<file path="config.mk">
export PLATFORM = sky130hd
export DESIGN_NAME = ftf_track_flow
export DESIGN_NICKNAME = d
export VERILOG_FILES = /design/src/ftf_skid_buffer.v /design/src/ftf_track_flow.v
export VERILOG_INCLUDE_DIRS = /design/src
export SDC_FILE = /design/constraint.sdc
export NUM_CORES = 1
export LEC_CHECK = 0
export ABC_AREA = 1
export BUFFER_PORTS_ARGS = -buffer_cell sky130_fd_sc_hd__clkbuf_2
export CAP_MARGIN = 20
export CORE_ASPECT_RATIO = 0.7
export CORE_MARGIN = 2
export CORE_UTILIZATION = 46
export DETAILED_ROUTE_END_ITERATION = 16
export PLACE_DENSITY = 0.68
export SLEW_MARGIN = 30
export SYNTH_ARGS = -nofsm -noshare
export SYNTH_HDL_FRONTEND = slang
export SYNTH_HIERARCHICAL = 1
export SYNTH_SLANG_ARGS = --single-unit
</file>
<file path="constraint.sdc">
create_clock -name mclk -period 1.81 [get_ports mclk]
set_input_delay 0.2715 -clock mclk [delete_from_list [all_inputs] [get_ports mclk]]
set_output_delay 0.2715 -clock mclk [all_outputs]
set_load 0.02 [all_outputs]
</file>
<file path="src/ftf_consts.vh">
// Constants for the floppy track flow-control block
`ifndef FTF_CONSTS_VH
`define FTF_CONSTS_VH
// Register addresses
`define FTF_ADDR_CTRL1      3'h0
`define FTF_ADDR_CTRL2      3'h3
`define FTF_ADDR_CLR_EDGES  3'h4
`define FTF_ADDR_CLR_DIRTY  3'h5
`define FTF_ADDR_BASE_LO    3'h6
`define FTF_ADDR_BASE_HI    3'h7
// Field positions
`define FTF_BIT_EN_DMA      5
`define FTF_BIT_DIRTY       2
`define FTF_BIT_EDGE_LO     4
// Reset values
`define FTF_RST_CTRL1       8'h00
`define FTF_RST_BASE        14'h0000
// Track geometry in bytes
`define FTF_TRACK_STORED    6656
`define FTF_TRACK_PLAYED    6392
// Timing: one byte every 768 clocks at 25 MHz
`define FTF_CLK_MHZ         25
`define FTF_BYTE_CYCLES     768
`endif

</file>
<file path="src/ftf_skid_buffer.v">
// Two-entry valid/ready buffer
`timescale 1ns/10ps
`default_nettype none
module ftf_skid_buffer #(
   parameter WIDTH = 8
) (
   // Clock and reset
   input  wire             mclk,
   input  wire             resetn,
   // Fill side
   input  wire             in_valid,
   output wire             in_ready,
   input  wire [WIDTH-1:0] in_data,
   // Drain side
   output wire             out_valid,
   input  wire             out_ready,
   output wire [WIDTH-1:0] out_data,
   // Flush
   input  wire             flush
);
   reg  [WIDTH-1:0] entry [0:1];
   reg              rd_ptr;
   reg              wr_ptr;
   reg  [1:0]       count;
   wire             push;
   wire             pop;

   assign in_ready  = (count != 2'h2);
   assign out_valid = (count != 2'h0);
   assign out_data  = entry[rd_ptr];
   assign push      = in_valid && in_ready;
   assign pop       = out_valid && out_ready;

   always @(posedge mclk or negedge resetn) begin
      if (!resetn) begin
         rd_ptr <= 1'b0;
         wr_ptr <= 1'b0;
         count  <= 2'h0;
      end else if (flush) begin
         rd_ptr <= 1'b0;
         wr_ptr <= 1'b0;
         count  <= 2'h0;
      end else begin
         if (push) begin
            wr_ptr <= ~wr_ptr;
         end
         if (pop) begin
            rd_ptr <= ~rd_ptr;
         end
         if (push && !pop) begin
            count <= count + 2'h1;
         end else if (pop && !push) begin
            count <= count - 2'h1;
         end
      end
   end

   always @(posedge mclk) begin
      if (push) begin
         entry[wr_ptr] <= in_data;
      end
   end
endmodule // ftf_skid_buffer
`default_nettype wire

</file>
<file path="src/ftf_track_flow.v">
// Track playback DMA and flow control of the emulated floppy drive
//
// Summary of operation
// Rising edge on phase zero or phase two marks a track change.
// DMA stays disabled during track refresh; nothing played or captured.
// Wait-for-write is high exactly while DMA is off and write requested; the code registers it, so it follows one cycle late.
// Host halts CPU and 2MHz disk clocks while wait-for-write is high.
// Tracks store 6656 bytes; only the first 6392 bytes are ever played.
// Host write data arriving while DMA is disabled is discarded.
// Host waits for the phase pulse falling edge before disk access.
// Host reads sector address field before writing, so it waits.
// Address counter increments continually, reloading base at track end.
// Dirty flag set on each DMA write, cleared by its strobe.
// Per-phase edge flags set on rising edges; any set requests interrupt.
// Enable bit five of control register one gates all disk DMA.
// Wait-for-write held low during reset.
//
// Our own choices: the register addresses and the strobed register port.
`timescale 1ns/10ps
`default_nettype none
`include "ftf_consts.vh"
module ftf_track_flow #(
   parameter ADDR_W      = 14,
   parameter TRACK_BYTES = `FTF_TRACK_PLAYED,
   parameter BYTE_CYCLES = `FTF_BYTE_CYCLES
) (
   // Clock and reset
   input  wire              mclk,
   input  wire              resetn,
   // Register port
   input  wire [2:0]        reg_addr,
   input  wire [7:0]        reg_wdata,
   input  wire              reg_wr,
   input  wire              reg_rd,
   output reg  [7:0]        reg_rdata,
   // Stepper phases from host
   input  wire [3:0]        stepper_phase,
   // Host bitstream side
   input  wire              host_write_req,
   input  wire              host_wr_valid,
   input  wire [7:0]        host_wr_data,
   output reg               host_rd_valid,
   output reg  [7:0]        host_rd_data,
   input  wire              host_rd_ready,
   output reg               wait_for_write,
   // Track buffer memory port
   output reg  [ADDR_W-1:0] mem_addr,
   output reg               mem_rd,
   output reg               mem_wr,
   output reg  [7:0]        mem_wdata,
   input  wire              mem_ack,
   input  wire [7:0]        mem_rdata,
   // Firmware signals
   output reg               irq_req,
   output reg               track_change
);
   // =================================================================
   // Registers
   reg  [7:0]        ctrl1;
   reg  [3:0]        phase_edge_flags;
   reg  [3:0]        phase_prev;
   reg               dirty;
   reg  [ADDR_W-1:0] base_addr;
   reg  [ADDR_W-1:0] offset;
   reg  [15:0]       byte_tick_cnt;
   reg  [1:0]        state;
   reg  [7:0]        wr_hold;
   reg               wr_hold_valid;
   wire              dma_en;
   wire [3:0]        rise;
   wire              byte_tick;
   wire              buf_in_ready;
   wire              buf_out_valid;
   wire [7:0]        buf_out_data;
   reg               buf_in_valid;

   localparam ST_IDLE = 2'h0;
   localparam ST_READ = 2'h1;
   localparam ST_WRIT = 2'h2;

   assign dma_en    = ctrl1[`FTF_BIT_EN_DMA];
   assign rise      = stepper_phase & ~phase_prev;
   assign byte_tick = (byte_tick_cnt == BYTE_CYCLES - 1);

   function [ADDR_W-1:0] wrap_next;
      input [ADDR_W-1:0] cur;
      begin
         if (cur == TRACK_BYTES - 1) begin
            wrap_next = {ADDR_W{1'b0}};
         end else begin
            wrap_next = cur + 1'b1;
         end
      end
   endfunction

   // =================================================================
   // Register access and flags
   always @(posedge mclk or negedge resetn) begin
      if (!resetn) begin
         ctrl1            <= `FTF_RST_CTRL1;
         base_addr        <= `FTF_RST_BASE;
         phase_prev       <= 4'h0;
         phase_edge_flags <= 4'h0;
         dirty            <= 1'b0;
         reg_rdata        <= 8'h00;
         irq_req          <= 1'b0;
         track_change     <= 1'b0;
         wait_for_write   <= 1'b0;
      end else begin
         phase_prev   <= stepper_phase;
         track_change <= rise[0] | rise[2];
         if (reg_wr && reg_addr == `FTF_ADDR_CTRL1) begin
            ctrl1 <= reg_wdata;
         end
         if (reg_wr && reg_addr == `FTF_ADDR_BASE_LO) begin
            base_addr[7:0] <= reg_wdata;
         end
         if (reg_wr && reg_addr == `FTF_ADDR_BASE_HI) begin
            base_addr[ADDR_W-1:8] <= reg_wdata[ADDR_W-9:0];
         end
         // Set wins over clear
         if (reg_wr && reg_addr == `FTF_ADDR_CLR_EDGES) begin
            phase_edge_flags <= rise;
         end else begin
            phase_edge_flags <= phase_edge_flags | rise;
         end
         if (mem_wr && mem_ack) begin
            dirty <= 1'b1;
         end else if (reg_wr && reg_addr == `FTF_ADDR_CLR_DIRTY) begin
            dirty <= 1'b0;
         end
         irq_req        <= (|phase_edge_flags) | (|rise);
         wait_for_write <= !dma_en && host_write_req;
         reg_rdata      <= 8'h00;
         if (reg_rd) begin
            case (reg_addr)
               `FTF_ADDR_CTRL1:   reg_rdata <= ctrl1;
               `FTF_ADDR_CTRL2:   reg_rdata <= {phase_edge_flags, 1'b0, dirty, 2'b00};
               `FTF_ADDR_BASE_LO: reg_rdata <= base_addr[7:0];
               `FTF_ADDR_BASE_HI: reg_rdata <= {{(16-ADDR_W){1'b0}}, base_addr[ADDR_W-1:8]};
               default:           reg_rdata <= 8'h00;
            endcase
         end
      end
   end

   // =================================================================
   // Byte-rate divider and DMA sequencer
   always @(posedge mclk or negedge resetn) begin
      if (!resetn) begin
         byte_tick_cnt <= 16'h0000;
         offset        <= {ADDR_W{1'b0}};
         state         <= ST_IDLE;
         mem_addr      <= {ADDR_W{1'b0}};
         mem_rd        <= 1'b0;
         mem_wr        <= 1'b0;
         mem_wdata     <= 8'h00;
         wr_hold       <= 8'h00;
         wr_hold_valid <= 1'b0;
         buf_in_valid  <= 1'b0;
      end else begin
         if (!dma_en || byte_tick) begin
            byte_tick_cnt <= 16'h0000;
         end else begin
            byte_tick_cnt <= byte_tick_cnt + 16'h0001;
         end
         if (buf_in_valid && buf_in_ready) begin
            buf_in_valid <= 1'b0;
         end
         if (!dma_en) begin
            wr_hold_valid <= 1'b0;
         end else if (host_wr_valid) begin
            wr_hold       <= host_wr_data;
            wr_hold_valid <= 1'b1;
         end
         case (state)
            ST_IDLE: begin
               if (dma_en && byte_tick) begin
                  mem_addr <= base_addr + offset;
                  offset   <= wrap_next(offset);
                  if (host_write_req && wr_hold_valid) begin
                     mem_wr        <= 1'b1;
                     mem_wdata     <= wr_hold;
                     wr_hold_valid <= 1'b0;
                     state         <= ST_WRIT;
                  end else if (!buf_in_valid) begin
                     mem_rd <= 1'b1;
                     state  <= ST_READ;
                  end
               end
            end
            ST_READ: begin
               if (mem_ack) begin
                  mem_rd       <= 1'b0;
                  buf_in_valid <= dma_en;
                  state        <= ST_IDLE;
               end
            end
            ST_WRIT: begin
               if (mem_ack) begin
                  mem_wr <= 1'b0;
                  state  <= ST_IDLE;
               end
            end
            default: begin
               state <= ST_IDLE;
            end
         endcase
      end
   end

   reg [7:0] rd_latch;
   always @(posedge mclk or negedge resetn) begin
      if (!resetn) begin
         rd_latch <= 8'h00;
      end else if (state == ST_READ && mem_ack) begin
         rd_latch <= mem_rdata;
      end
   end

   // =================================================================
   // Playback buffer toward host
   ftf_skid_buffer #(
      .WIDTH (8)
   ) u_buf (
      .mclk      (mclk),
      .resetn    (resetn),
      .in_valid  (buf_in_valid),
      .in_ready  (buf_in_ready),
      .in_data   (rd_latch),
      .out_valid (buf_out_valid),
      .out_ready (host_rd_ready || !host_rd_valid),
      .out_data  (buf_out_data),
      .flush     (!dma_en)
   );

   always @(posedge mclk or negedge resetn) begin
      if (!resetn) begin
         host_rd_valid <= 1'b0;
         host_rd_data  <= 8'h00;
      end else if (!dma_en) begin
         host_rd_valid <= 1'b0;
      end else if (host_rd_ready || !host_rd_valid) begin
         host_rd_valid <= buf_out_valid;
         host_rd_data  <= buf_out_data;
      end
   end
endmodule // ftf_track_flow
`default_nettype wire

</file>
Word-level counts from Yosys, hierarchy flattened

Memory sizes are Yosys's and may differ from the RTL's. A register that Yosys moved wholly into a read port is not among the register bits.
Cells that the tools add are included.

Register bits: 121
Latch bits: 0
RAM bits: 16
Memory bits (read-only): 0
Input port bits: 39
Output and inout port bits: 44
Logic and storage cells: 136
Memories: 1

$add $sub $neg: 5
Multiply operators: 0
Div/mod/pow operators: 0
Magnitude comparators: 0
Equal/unequal tests: 22
Shift operators: 0
Muxes and demuxes: 39
Bitwise operators: 7
Reductions and logical operators: 37

Memories:

| name        | depth | width | read ports | clocked after Yosys merged registers in | write ports | RTL line             | RTL |
|---|---|---|---|---|---|---|---|
| u_buf.entry | 2     | 8     | 1          | 1                                       | 1           | ftf_skid_buffer.v:21 | `reg [WIDTH-1:0] entry [0:1];` |

Operator list:

| kind                    | count |
|---|---|
| $pmux W8 S4             | 1 |
| $mux W1                 | 24 |
| $add A16 B1 Y16 const B | 1 |
| $eq A16 B10 Y1 const B  | 1 |
| $mux W16                | 1 |
| $add A14 B1 Y14 const B | 1 |
| $add A14 B14 Y14        | 1 |
| $eq A14 B13 Y1 const B  | 1 |
| $logic_and A1 B1 Y1     | 14 |
| $mux W14                | 1 |
| $mux W2                 | 7 |
| $ne A2 B2 Y1 const B    | 7 |
| $eq A3 B3 Y1 const B    | 4 |
| $mux W8                 | 1 |
| $ne A2 B1 Y1 const B    | 4 |
| $reduce_bool A2 Y1      | 4 |
| $reduce_or A4 Y1        | 2 |
| $reduce_and A2 Y1       | 3 |
| $reduce_and A3 Y1       | 2 |
| $logic_not A1 Y1        | 5 |
| $reduce_and A5 Y1       | 1 |
| $and A4 B4 Y4           | 1 |
| $mux W4                 | 1 |
| $not A4 Y4              | 1 |
| other kinds (17)        | 21 |

Depth between registers and ports, before layout

Gate-level depths: netlist of the first run.

Word-level depth: 7
Depth in mapped cells: 11
Depth with buffers taken out: 11

Modules after synthesis

The synthesis of the first run kept the hierarchy.

Modules (own cells, without submodules):

| module          | times used | cells an instance | area an instance (sq um) | seq. area each (sq um) |
|---|---|---|---|---|
| ftf_track_flow  | 1          | 747               | 6238.5                   | 3128.0 |
| ftf_skid_buffer | 1          | 76                | 839.6                    | 580.6 |

Worst setup path after synthesis of the first run

Ideal clock, no wire load.

Path kind: reg-to-reg
Start: register offset[0]
End: register mem_addr[12]
Setup time: 0.117 ns
Arrival: 1.576 ns
Data required time: 1.693 ns
Setup slack: 0.116 ns
Stages on the path, launching flop included: 12
Buffers on the path: 0
Clock period less this slack: 1.694 ns
Cell sequence: dfrtp_1 ha_1 inv_1 fa_1 inv_1 nand3_1 nand3_1 nand3_1 nand3_1 nand2_1 nand3_1 nand2_1

Word-level cells in the longest chain between the ends: 1

RTL lines:

| what                     | RTL line             | RTL |
|---|---|---|
| start: declaration       | ftf_track_flow.v:64  | `reg [ADDR_W-1:0] offset;` |
| start signal: assignment | ftf_track_flow.v:152 | `offset <= {ADDR_W{1'b0}};` |
| start signal: assignment | ftf_track_flow.v:180 | `offset <= wrap_next(offset);` |
| $add A14 B14 Y14         | ftf_track_flow.v:179 | `mem_addr <= base_addr + offset;` |
| end signal: assignment   | ftf_track_flow.v:154 | `mem_addr <= {ADDR_W{1'b0}};` |
| end signal: assignment   | ftf_track_flow.v:179 |  |
| end: declaration         | ftf_track_flow.v:47  | `output reg [ADDR_W-1:0] mem_addr,` |

Every way passes these cells.
A chain may end at the register's enable or synchronous reset.

Worst setup path after layout of the first run

Start: register byte_tick_cnt[0]
End: register offset[10]

Word-level cells in the longest chain between the ends: 3

RTL lines:

| what                        | RTL line             | RTL |
|---|---|---|
| start: declaration          | ftf_track_flow.v:65  | `reg [15:0] byte_tick_cnt;` |
| start signal: assignment    | ftf_track_flow.v:165 | `byte_tick_cnt <= byte_tick_cnt + 16'h0001;` |
| $eq A16 B10 Y1              | ftf_track_flow.v:83  | `assign byte_tick = (byte_tick_cnt == BYTE_CYCLES - 1);` |
| $logic_and A1 B1 Y1         | ftf_track_flow.v:178 | `if (dma_en && byte_tick) begin` |
| $reduce_and A2 Y1 (no line) | n/a                  |  |

Every way passes these cells.

==> results of run 1 <==
timing repair:
| action | in CTS | in global routing |
|---|---|---|
| endpoints found under the setup margin | 2 | 26 |
| cloned | 0 | 3 |
| hold buffers | 5 | 0 |
| pin swaps | 0 | 10 |
| buffers inserted | 0 | 10 |
| endpoints found under the hold margin | 27 | 0 |
| gates resized for setup | 1 | 25 |
metrics by stage:
stage | std cells | setup slack, ps | TNS, ps | total power, mW
6_report | 1167 | 47.3 | 0 | 8.22
5_1_grt | 1167 | -47.6 | -680 | 8.55
4_1_cts | 1154 | 19.1 | 0 | 8.24
3_5_place_dp | 1117 | -5.03 | -5.03 | 4.45
3_3_place_gp | 1117 | 69.2 | 0 | 4.44
2_1_floorplan | 823 | 116 | 0 | 4.12
layer usage:
| layer | vias up | share of wire, % |
|---|---|---|
| met5 | - | 0 |
| met4 | 0 | 1.1 |
| met3 | 16 | 6.3 |
| met2 | 176 | 42 |
| met1 | 2727 | 50 |
| li1 | 2922 | - |
flip-flops by register name (all words and copies together) (netlist names), 2 cells and up:
| signal | cells |
|---|---|
| host_rd_data | 8 |
| phase_prev | 4 |
| u_buf/entry | 16 |
| ctrl1 | 8 |
| phase_edge_flags | 4 |
| rd_latch | 8 |
| wr_hold | 8 |
| byte_tick_cnt | 16 |
| offset | 14 |
| state | 2 |
| u_buf/count | 2 |
| base_addr | 14 |
| reg_rdata | 8 |
| mem_addr | 14 |
| mem_wdata | 8 |
cell families after synthesis:
family / count (synthesis) / share of synthesized area [%]
AOI/OAI and AO/OA: 75 / 5.69
xor gates and xnor gates: 15 / 1.86
adders and majority gates: 20 / 3.64
buffers and inverters: 118 / 6.77
DFF: 145 / 52.4
muxes: 24 / 3.82
and+or+nand+nor: 426 / 25.8
placed cells by master, fill, tap and decap left out, types with 5 or more instances in the layout:
| master | synthesis | routed |
|---|---|---|
| a21oi_1 | 15 | 13 |
| buf_4 | 1 | 34 |
| clkbuf_16 | 0 | 20 |
| clkbuf_2 | 0 | 81 |
| dfrtp_1 | 129 | 129 |
| dlygate4sd3_1 | 0 | 5 |
| edfxtp_1 | 16 | 16 |
| ha_1 | 19 | 12 |
| ha_4 | 0 | 5 |
| inv_1 | 98 | 97 |
| inv_2 | 5 | 6 |
| inv_6 | 0 | 5 |
| mux2_2 | 24 | 24 |
| nand2_1 | 251 | 249 |
| nand3_1 | 60 | 55 |
| nand3_2 | 0 | 5 |
| nand3b_1 | 5 | 5 |
| nand4_1 | 12 | 12 |
| nor2_1 | 67 | 67 |
| nor3_1 | 12 | 12 |
| o21ai_0 | 35 | 33 |
| o21ai_1 | 15 | 15 |
| xnor2_1 | 6 | 6 |
| xor2_1 | 9 | 9 |
worst max path at each step:
| stage | from | to | slack [ps] | depth (start not counted) |
|---|---|---|---|---|
| after detailed placement | offset[0] | mem_addr[12] | -5 | 11 |
| after global placement | offset[0] | mem_addr[12] | 70 | 11 |
| after floorplan | offset[0] | mem_addr[12] | 120 | 11 |
| after CTS | offset[0] | mem_addr[12] | 20 | 11 |
| after global routing | byte_tick_cnt[0] | offset[4] | -50 | 10 |
| final | byte_tick_cnt[0] | offset[10] | 50 | 10 |
cell type report:
type | count | area, um^2 | share of cell area (%)
clock buffer | 19 | 464 | 5.23
tap | 195 | 244 | 2.75
multi-input combinational | 560 | 3020 | 34.0
timing repair buffer | 129 | 875 | 9.85
sequential | 145 | 3710 | 41.8
inverter | 106 | 402 | 4.52
clock inverter | 13 | 170 | 1.92
power by group through the flow:
stage | registers (mW) | clock network (mW) | logic, mW
after floorplan | 3.66 | 0 | 0.461
after global placement | 3.69 | 0 | 0.749
after detailed placement | 3.69 | 0 | 0.763
after CTS | 3.63 | 3.83 | 0.778
after global routing | 3.67 | 3.97 | 0.912
final | 3.65 | 3.77 | 0.804
worst max-delay path: stages (launching register included):
cell	delay [ps]
dfrtp_1	370
ha_2	200
nand2_2	60
inv_2	90
nand2_4	70
nor2_4	150
nand3_4	120
nor2_8	260
clkbuf_16	210
nand3_1	70
o21ai_1	80
==> results by group, run 1 <==
Final layout
  • Post-layout util: about 60%
  • Final Instance Area: between 8000 and 9000 um^2
  • Fraction of layout cells with a size suffix above 1: 22.8%
  • Ant. Diodes: 0
  • Fin nets: 1018
  • Area growth syn-to-layout: 25.4%
  • Filler Cell Count: 1273

Power and ir drop
  • Leakage: 4.39 nW
  • Comb power frac: about a tenth
  • Switching Fraction: 25.3%
  • Cell Pwr Density: about 900 nW/um^2
  • Switch Pwr: 2.07 mW
  • Int Pwr: just over 6 mW
  • Max IR drop VDD: about 0.00076 V
  • Clk pwr share: approximately 46%
  • Seq pwr share: 44.4%

Job
  • Max_cap viols: 0

Global route
  • Initial antenna violation count: 0
  • GR Util met1: between 30% and 40%
  • Largest net degree at the start of global routing: 40
  • GR Util met3: 4.83%
  • Grt total ovfl: 0
  • Busiest grt layer: met1
  • Tot GR Track Use: a little over a fifth
  • GRT met2 Usage: 30.1%
  • Vias in the first global route: ~5400
  • First-pass GRT wire length: roughly 27000 um

Logic synthesis
  • #FFs+latches synth: roughly 150
  • Post-synthesis cell type count: between 40 and 50
  • Yosys warning count: 6
  • Cells after Synth: a little over 800
  • Most common flop cell mapped by yosys: dfrtp_1
  • Synth Net Count: between 800 and 900
  • Area of the mapped netlist: 7080 um^2
  • Fraction of registers with async set/reset: 89.0%
  • Sequential area share after synthesis: 52.4%
  • Post-synth top cells: 251 x nand2_1, 129 x dfrtp_1, 98 x inv_1
  • Most frequent cell after synthesis: nand2_1
  • Top cells by area, synth: dfrtp_1 46%, nand2_1 13%, edfxtp_1 6.8%, inv_1 5.2%, nand3_1 4.2%
  • Share of the synthesized area in the top cell type: 45.6%
  • Post-synth EDFFs: 16
  • Syn_area_per_cell: between 8 and 9 um^2
  • Top cell type by total area after synthesis: dfrtp_1

Critical path
  • Worst setup EP type: register
  • Worst Setup Path Type: register to register
  • Worst EP arrival: 2110 ps
  • Critical path launch point type: register
  • Required @ worst endpoint: approximately 2200 ps
  • R2R cell count: 10
  • Worst R2R Start: byte_tick_cnt[0]
  • FF-to-FF setup slack: 50 ps
  • Critical path fanouts, max: 6
  • Worst reg2reg path endpoint: offset[10]

STA
  • Slew Viols, Final: 0
  • Hold WS: between 60 and 70 ps
  • Period minus WS final: around 1800 ps
  • Slew headroom: ~67%
  • Max frequency: roughly 570 MHz
  • Clock Skew: 10.6 ps
  • Hold Vio Cnt, Final: 0
  • Final setup viols: 0
  • Worst slew pin tran: 500 ps
  • RSZ-0062 raised after global routing: yes
  • Fin crit share: a little over nine tenths

CTS
  • CTS tree: done
  • CTS Root Cell: clkbuf_16
  • Num CTS Buffers: 17
  • Clock tree buffer depth: 2
  • Worst-path clk slew: roughly 60 ps
  • CTS Sinks: between 100 and 150
  • Worst-Skew Late Latency: 420 ps
  • H-Tree Depth: 4

Hold path
  • Worst hold endpoint: wait_for_write
  • Hold Crit Start: host_write_req
  • Cell depth of the worst min-delay path: 3
  • Worst Hold Class: primary input to register

Placed design
  • GP Congestion: around 0.89
  • DP Wirelength: approximately 12000 um
  • I/O Buffers: 82
  • Cell Area, Placed: approximately 7900 um^2

Floorplanning
  • Rows: 37
  • Io pins: 83
  • Die Area: between 15000 and 20000 um^2
  • CORE AREA: about 15000 um^2
  • Starting Density: between 40% and 50%
  • Die height: around 110 um
  • Die X: between 150 and 200 um

Drt
  • Avg WL per Cell: 14.6 um
  • DR pass1 iterations: 5
  • Routed vias/inst: roughly 5
  • Post-DRT Antenna Nets: 0
  • First DRT Iteration DRCs: 426
  • Final routed DRC violation total: 0
  • Via count: between 5000 and 6000
  • Final WL: 17000 um

Run status
  • Status: finished clean
Note: power is estimated with default switching activity, not from simulation.
==> inputs of run 2 (changes only) <==
Settings changed: ABC_AREA 1 to default, CORE_ASPECT_RATIO 0.7 to 0.9.
==> results by group, run 2 <==
Logic synthesis
  • Fraction of registers with async set/reset: 89.0% (unchanged)
  • Syn_area_per_cell: 11.7 um^2 (+36%)
  • Sequential area share after synthesis: 54.8% (+2.4 points)
  • Post-synthesis cell type count: 64 (+56%)
  • Yosys warning count: 6 (unchanged)
  • Synth Net Count: 636 (-28%)
  • Top cell type by total area after synthesis: dfrtp_1
  • Post-synth top cells: 129 x dfrtp_1, 61 x mux2_2, 55 x nand2_1
  • Post-synth EDFFs: 16 (unchanged)
  • Top cells by area, synth: dfrtp_1 48%, mux2_2 10%, edfxtp_1 7.1%, ha_1 3.5%, nand2_1 3.1%
  • Share of the synthesized area in the top cell type: 47.7% (+2.1 points)
  • Area of the mapped netlist: 6770 um^2 (-4.4%)
  • #FFs+latches synth: 145 (unchanged)
  • Most frequent cell after synthesis: dfrtp_1
  • Cells after Synth: 577 (-30%)
  • Most common flop cell mapped by yosys: dfrtp_1

Global route
  • Busiest grt layer: met2
  • First-pass GRT wire length: 26200 um (-3.4%)
  • Grt total ovfl: 0 (unchanged)
  • GRT met2 Usage: 33.9% (+3.8 points)
  • Vias in the first global route: 5365 (-0.35%)
  • GR Util met3: 6.09% (+1.3 points)
  • Initial antenna violation count: 0 (unchanged)
  • GR Util met1: 27.9% (-3.9 points)
  • Tot GR Track Use: 21.2% (+0.099 points)
  • Largest net degree at the start of global routing: 62 (+55%)

Floorplanning
  • Io pins: 83 (unchanged)
  • Die Area: 15700 um^2 (-4.3%)
  • CORE AREA: 14600 um^2 (-2.0%)
  • Rows: 42 (+14%)
  • Die X: 132 um (-13%)
  • Die height: 119 um (+10%)
  • Starting Density: 46.5% (-1.1 points)

Drt
  • DR pass1 iterations: 4 (-1)
  • Post-DRT Antenna Nets: 0 (unchanged)
  • Via count: 5155 (-12%)
  • Final WL: 15900 um (-6.6%)
  • First DRT Iteration DRCs: 281 (-34%)
  • Routed vias/inst: 5.30 (+6.0%)
  • Avg WL per Cell: 16.4 um (+12%)
  • Final routed DRC violation total: 0 (unchanged)

Power and ir drop
  • Int Pwr: 5.95 mW (-3.1%)
  • Comb power frac: 13.5% (+3.7 points)
  • Max IR drop VDD: 0.000712 V (-6.7%)
  • Leakage: 4.12 nW (-6.1%)
  • Clk pwr share: 41.2% (-4.6 points)
  • Switching Fraction: 26.3% (+1.0 points)
  • Cell Pwr Density: 886 nW/um^2 (-4.3%)
  • Seq pwr share: 45.3% (+0.9 points)
  • Switch Pwr: 2.12 mW (+2.1%)

Critical path
  • Critical path fanouts, max: 3 (-3)
  • Slowest-stage cell, CP: fa_2
  • Top delay family on crit path: adder cells
  • Slowest stage delay, CP: 380 ps (about the same)
  • Worst Setup Path Type: register to register
  • Required @ worst endpoint: 2120 ps (-30 ps)
  • FF-to-FF setup slack: -200 ps (-240 ps)
  • WP buf/inv: 1 (-1)
  • Critical path launch point type: register
  • Cell Chain, Critical Path: ha_2 > inv_2 > fa_2 > nor2b_4 > o2111a_2 > o311ai_4 > and4_1 > a211o_1
  • Worst setup EP type: register
  • Worst EP arrival: 2320 ps (+210 ps)

CTS
  • Num CTS Buffers: 17 (unchanged)
  • CTS Sinks: 145 (unchanged)
  • Worst-path clk slew: 60 ps (about the same)
  • Worst-Skew Late Latency: 430 ps (about the same)
  • CTS Root Cell: clkbuf_16
  • Clock tree buffer depth: 2 (unchanged)
  • H-Tree Depth: 4 (unchanged)
  • CTS tree: done

Final layout
  • Final Instance Area: 9110 um^2 (+2.6%)
  • Top Registers: byte_tick_cnt: 16 flops, u_buf/entry: 16 flops
  • Ant. Diodes: 0 (unchanged)
  • Area growth syn-to-layout: 34.6%
  • Commonest non-fill, non-tap cell in the layout: dfrtp_1
  • Fraction of layout cells with a size suffix above 1: 43.0% (+20 points)
  • Most frequent cells in the layout: 128 x dfrtp_1, 86 x buf_4, 81 x clkbuf_2
  • Fin nets: 820 (-19%)

Job
  • Max_cap viols: 0 (unchanged)

STA
  • Max frequency: 498 MHz (-12%)
  • Period minus WS final: 2010 ps (+245 ps)
  • Fin worst setup slack: -197 ps (-245 ps)
  • Hold Vio Cnt, Final: 0 (unchanged)
  • RSZ-0062 raised after global routing: yes
  • Slew headroom: 65.2% (-1.4 points)
  • Final setup viols: 33 (+33)
  • Clock Skew: 9.91 ps (-0.675 ps)
  • Fin crit share: 111% (+14 points)
  • Slew Viols, Final: 0 (unchanged)
  • Worst slew pin tran: 521 ps (+20.5 ps)
  • Setup TNS: -2270 ps (-2270 ps)

Run status
  • Status: complete, but fails checks
  • Failing checks: negative setup slack

Placed design
  • GP Congestion: 0.874 (-1.6%)
  • DP Wirelength: 11400 um (-4.5%)
  • Cell Area, Placed: 8070 um^2 (+1.8%)
  • I/O Buffers: 82 (unchanged)

Hold path
  • Worst Hold Class: primary input to register
-- run 2: changes by cell type after synthesis, sizes merged, moves of 12 or more --
| cell | delta |
|---|---|
| nor2 | -31 |
| o31ai | +12 |
| nand3 | -48 |
| o21ai | -22 |
| mux2 | +37 |
| nand2 | -202 |
| inv | -89 |
-- run 2: logic make-up (layout without fill, tap and decap cells) --
kind of cell	count (synthesis)	count (layout)	synth area share [%]
AOI/OAI and AO/OA	102	102	9.84
xor gates and xnor gates	25	25	3.24
buffers and inverters	35	231	2.24
muxes	68	68	11.2
and+or+nand+nor	182	183	14.9
DFF	145	145	54.8
adders and majority gates	20	20	3.81
-- run 2: final cells by class --
| type | instances | area, um^2 |
|---|---|---|
| inverters | 16 | 60.1 |
| multi-input cells | 398 | 3270 |
| repair buffers | 183 | 1260 |
| clock inverters | 15 | 136 |
| flip-flops and latches | 145 | 3710 |
| fillers | 1172 | 5450 |
| well taps | 198 | 248 |
| clock buffers | 17 | 425 |
-- run 2: worst paths after layout --
path	cells past startpoint	to	startpoint
worst max-delay path	8	mem_addr[8]	base_addr[0]
worst min-delay path	2	wr_hold[5]	host_wr_data[5]
worst max register to register	8	mem_addr[8]	base_addr[0]
worst min register to register	0	u_buf/entry[1][2]	rd_latch[2]
max in group asynchronous	3	base_addr[6]	resetn
min in group asynchronous	2	mem_addr[1]	resetn
-- run 2: routing by layer --
metal | up-vias | part of all wire, % | routed length (um)
met5 | - | 0 | 0
met3 | 21 | 5.0 | 790
met1 | 2539 | 46 | 7330
met2 | 132 | 47 | 7530
met4 | 0 | 1.5 | 244
li1 | 2463 | - | -
-- run 2: repair_timing --
action	CTS	global route
pin swaps	9	11
gates resized for setup	30	46
buffers inserted	3	3
endpoints found under the hold margin	24	0
cloned	1	0
endpoints found under the setup margin	35	41
hold buffers	5	0
-- run 2: power by group through the flow --
stage | sequential (mW) | clock (mW) | combinational [mW]
final | 3.65 | 3.33 | 1.09
after global routing | 3.68 | 3.55 | 1.20
after CTS | 3.65 | 3.39 | 1.06
after detailed placement | 3.69 | 0 | 1.01
after global placement | 3.68 | 0 | 0.978
after floorplan | 3.65 | 0 | 0.523
-- run 2: per-stage QoR --
step	total power [mW]	hold WS [ps]	instances	util, %	setup WS (ps)
6_report	8.07	82.1	972	62.6	-197
2_1_floorplan	4.17	-24.1	577	-	-150
5_1_grt	8.43	75.5	972	62.6	-245
3_5_place_dp	4.70	211	928	55.4	-245
3_3_place_gp	4.66	211	928	55.4	-147
4_1_cts	8.10	67.8	969	61.0	-176
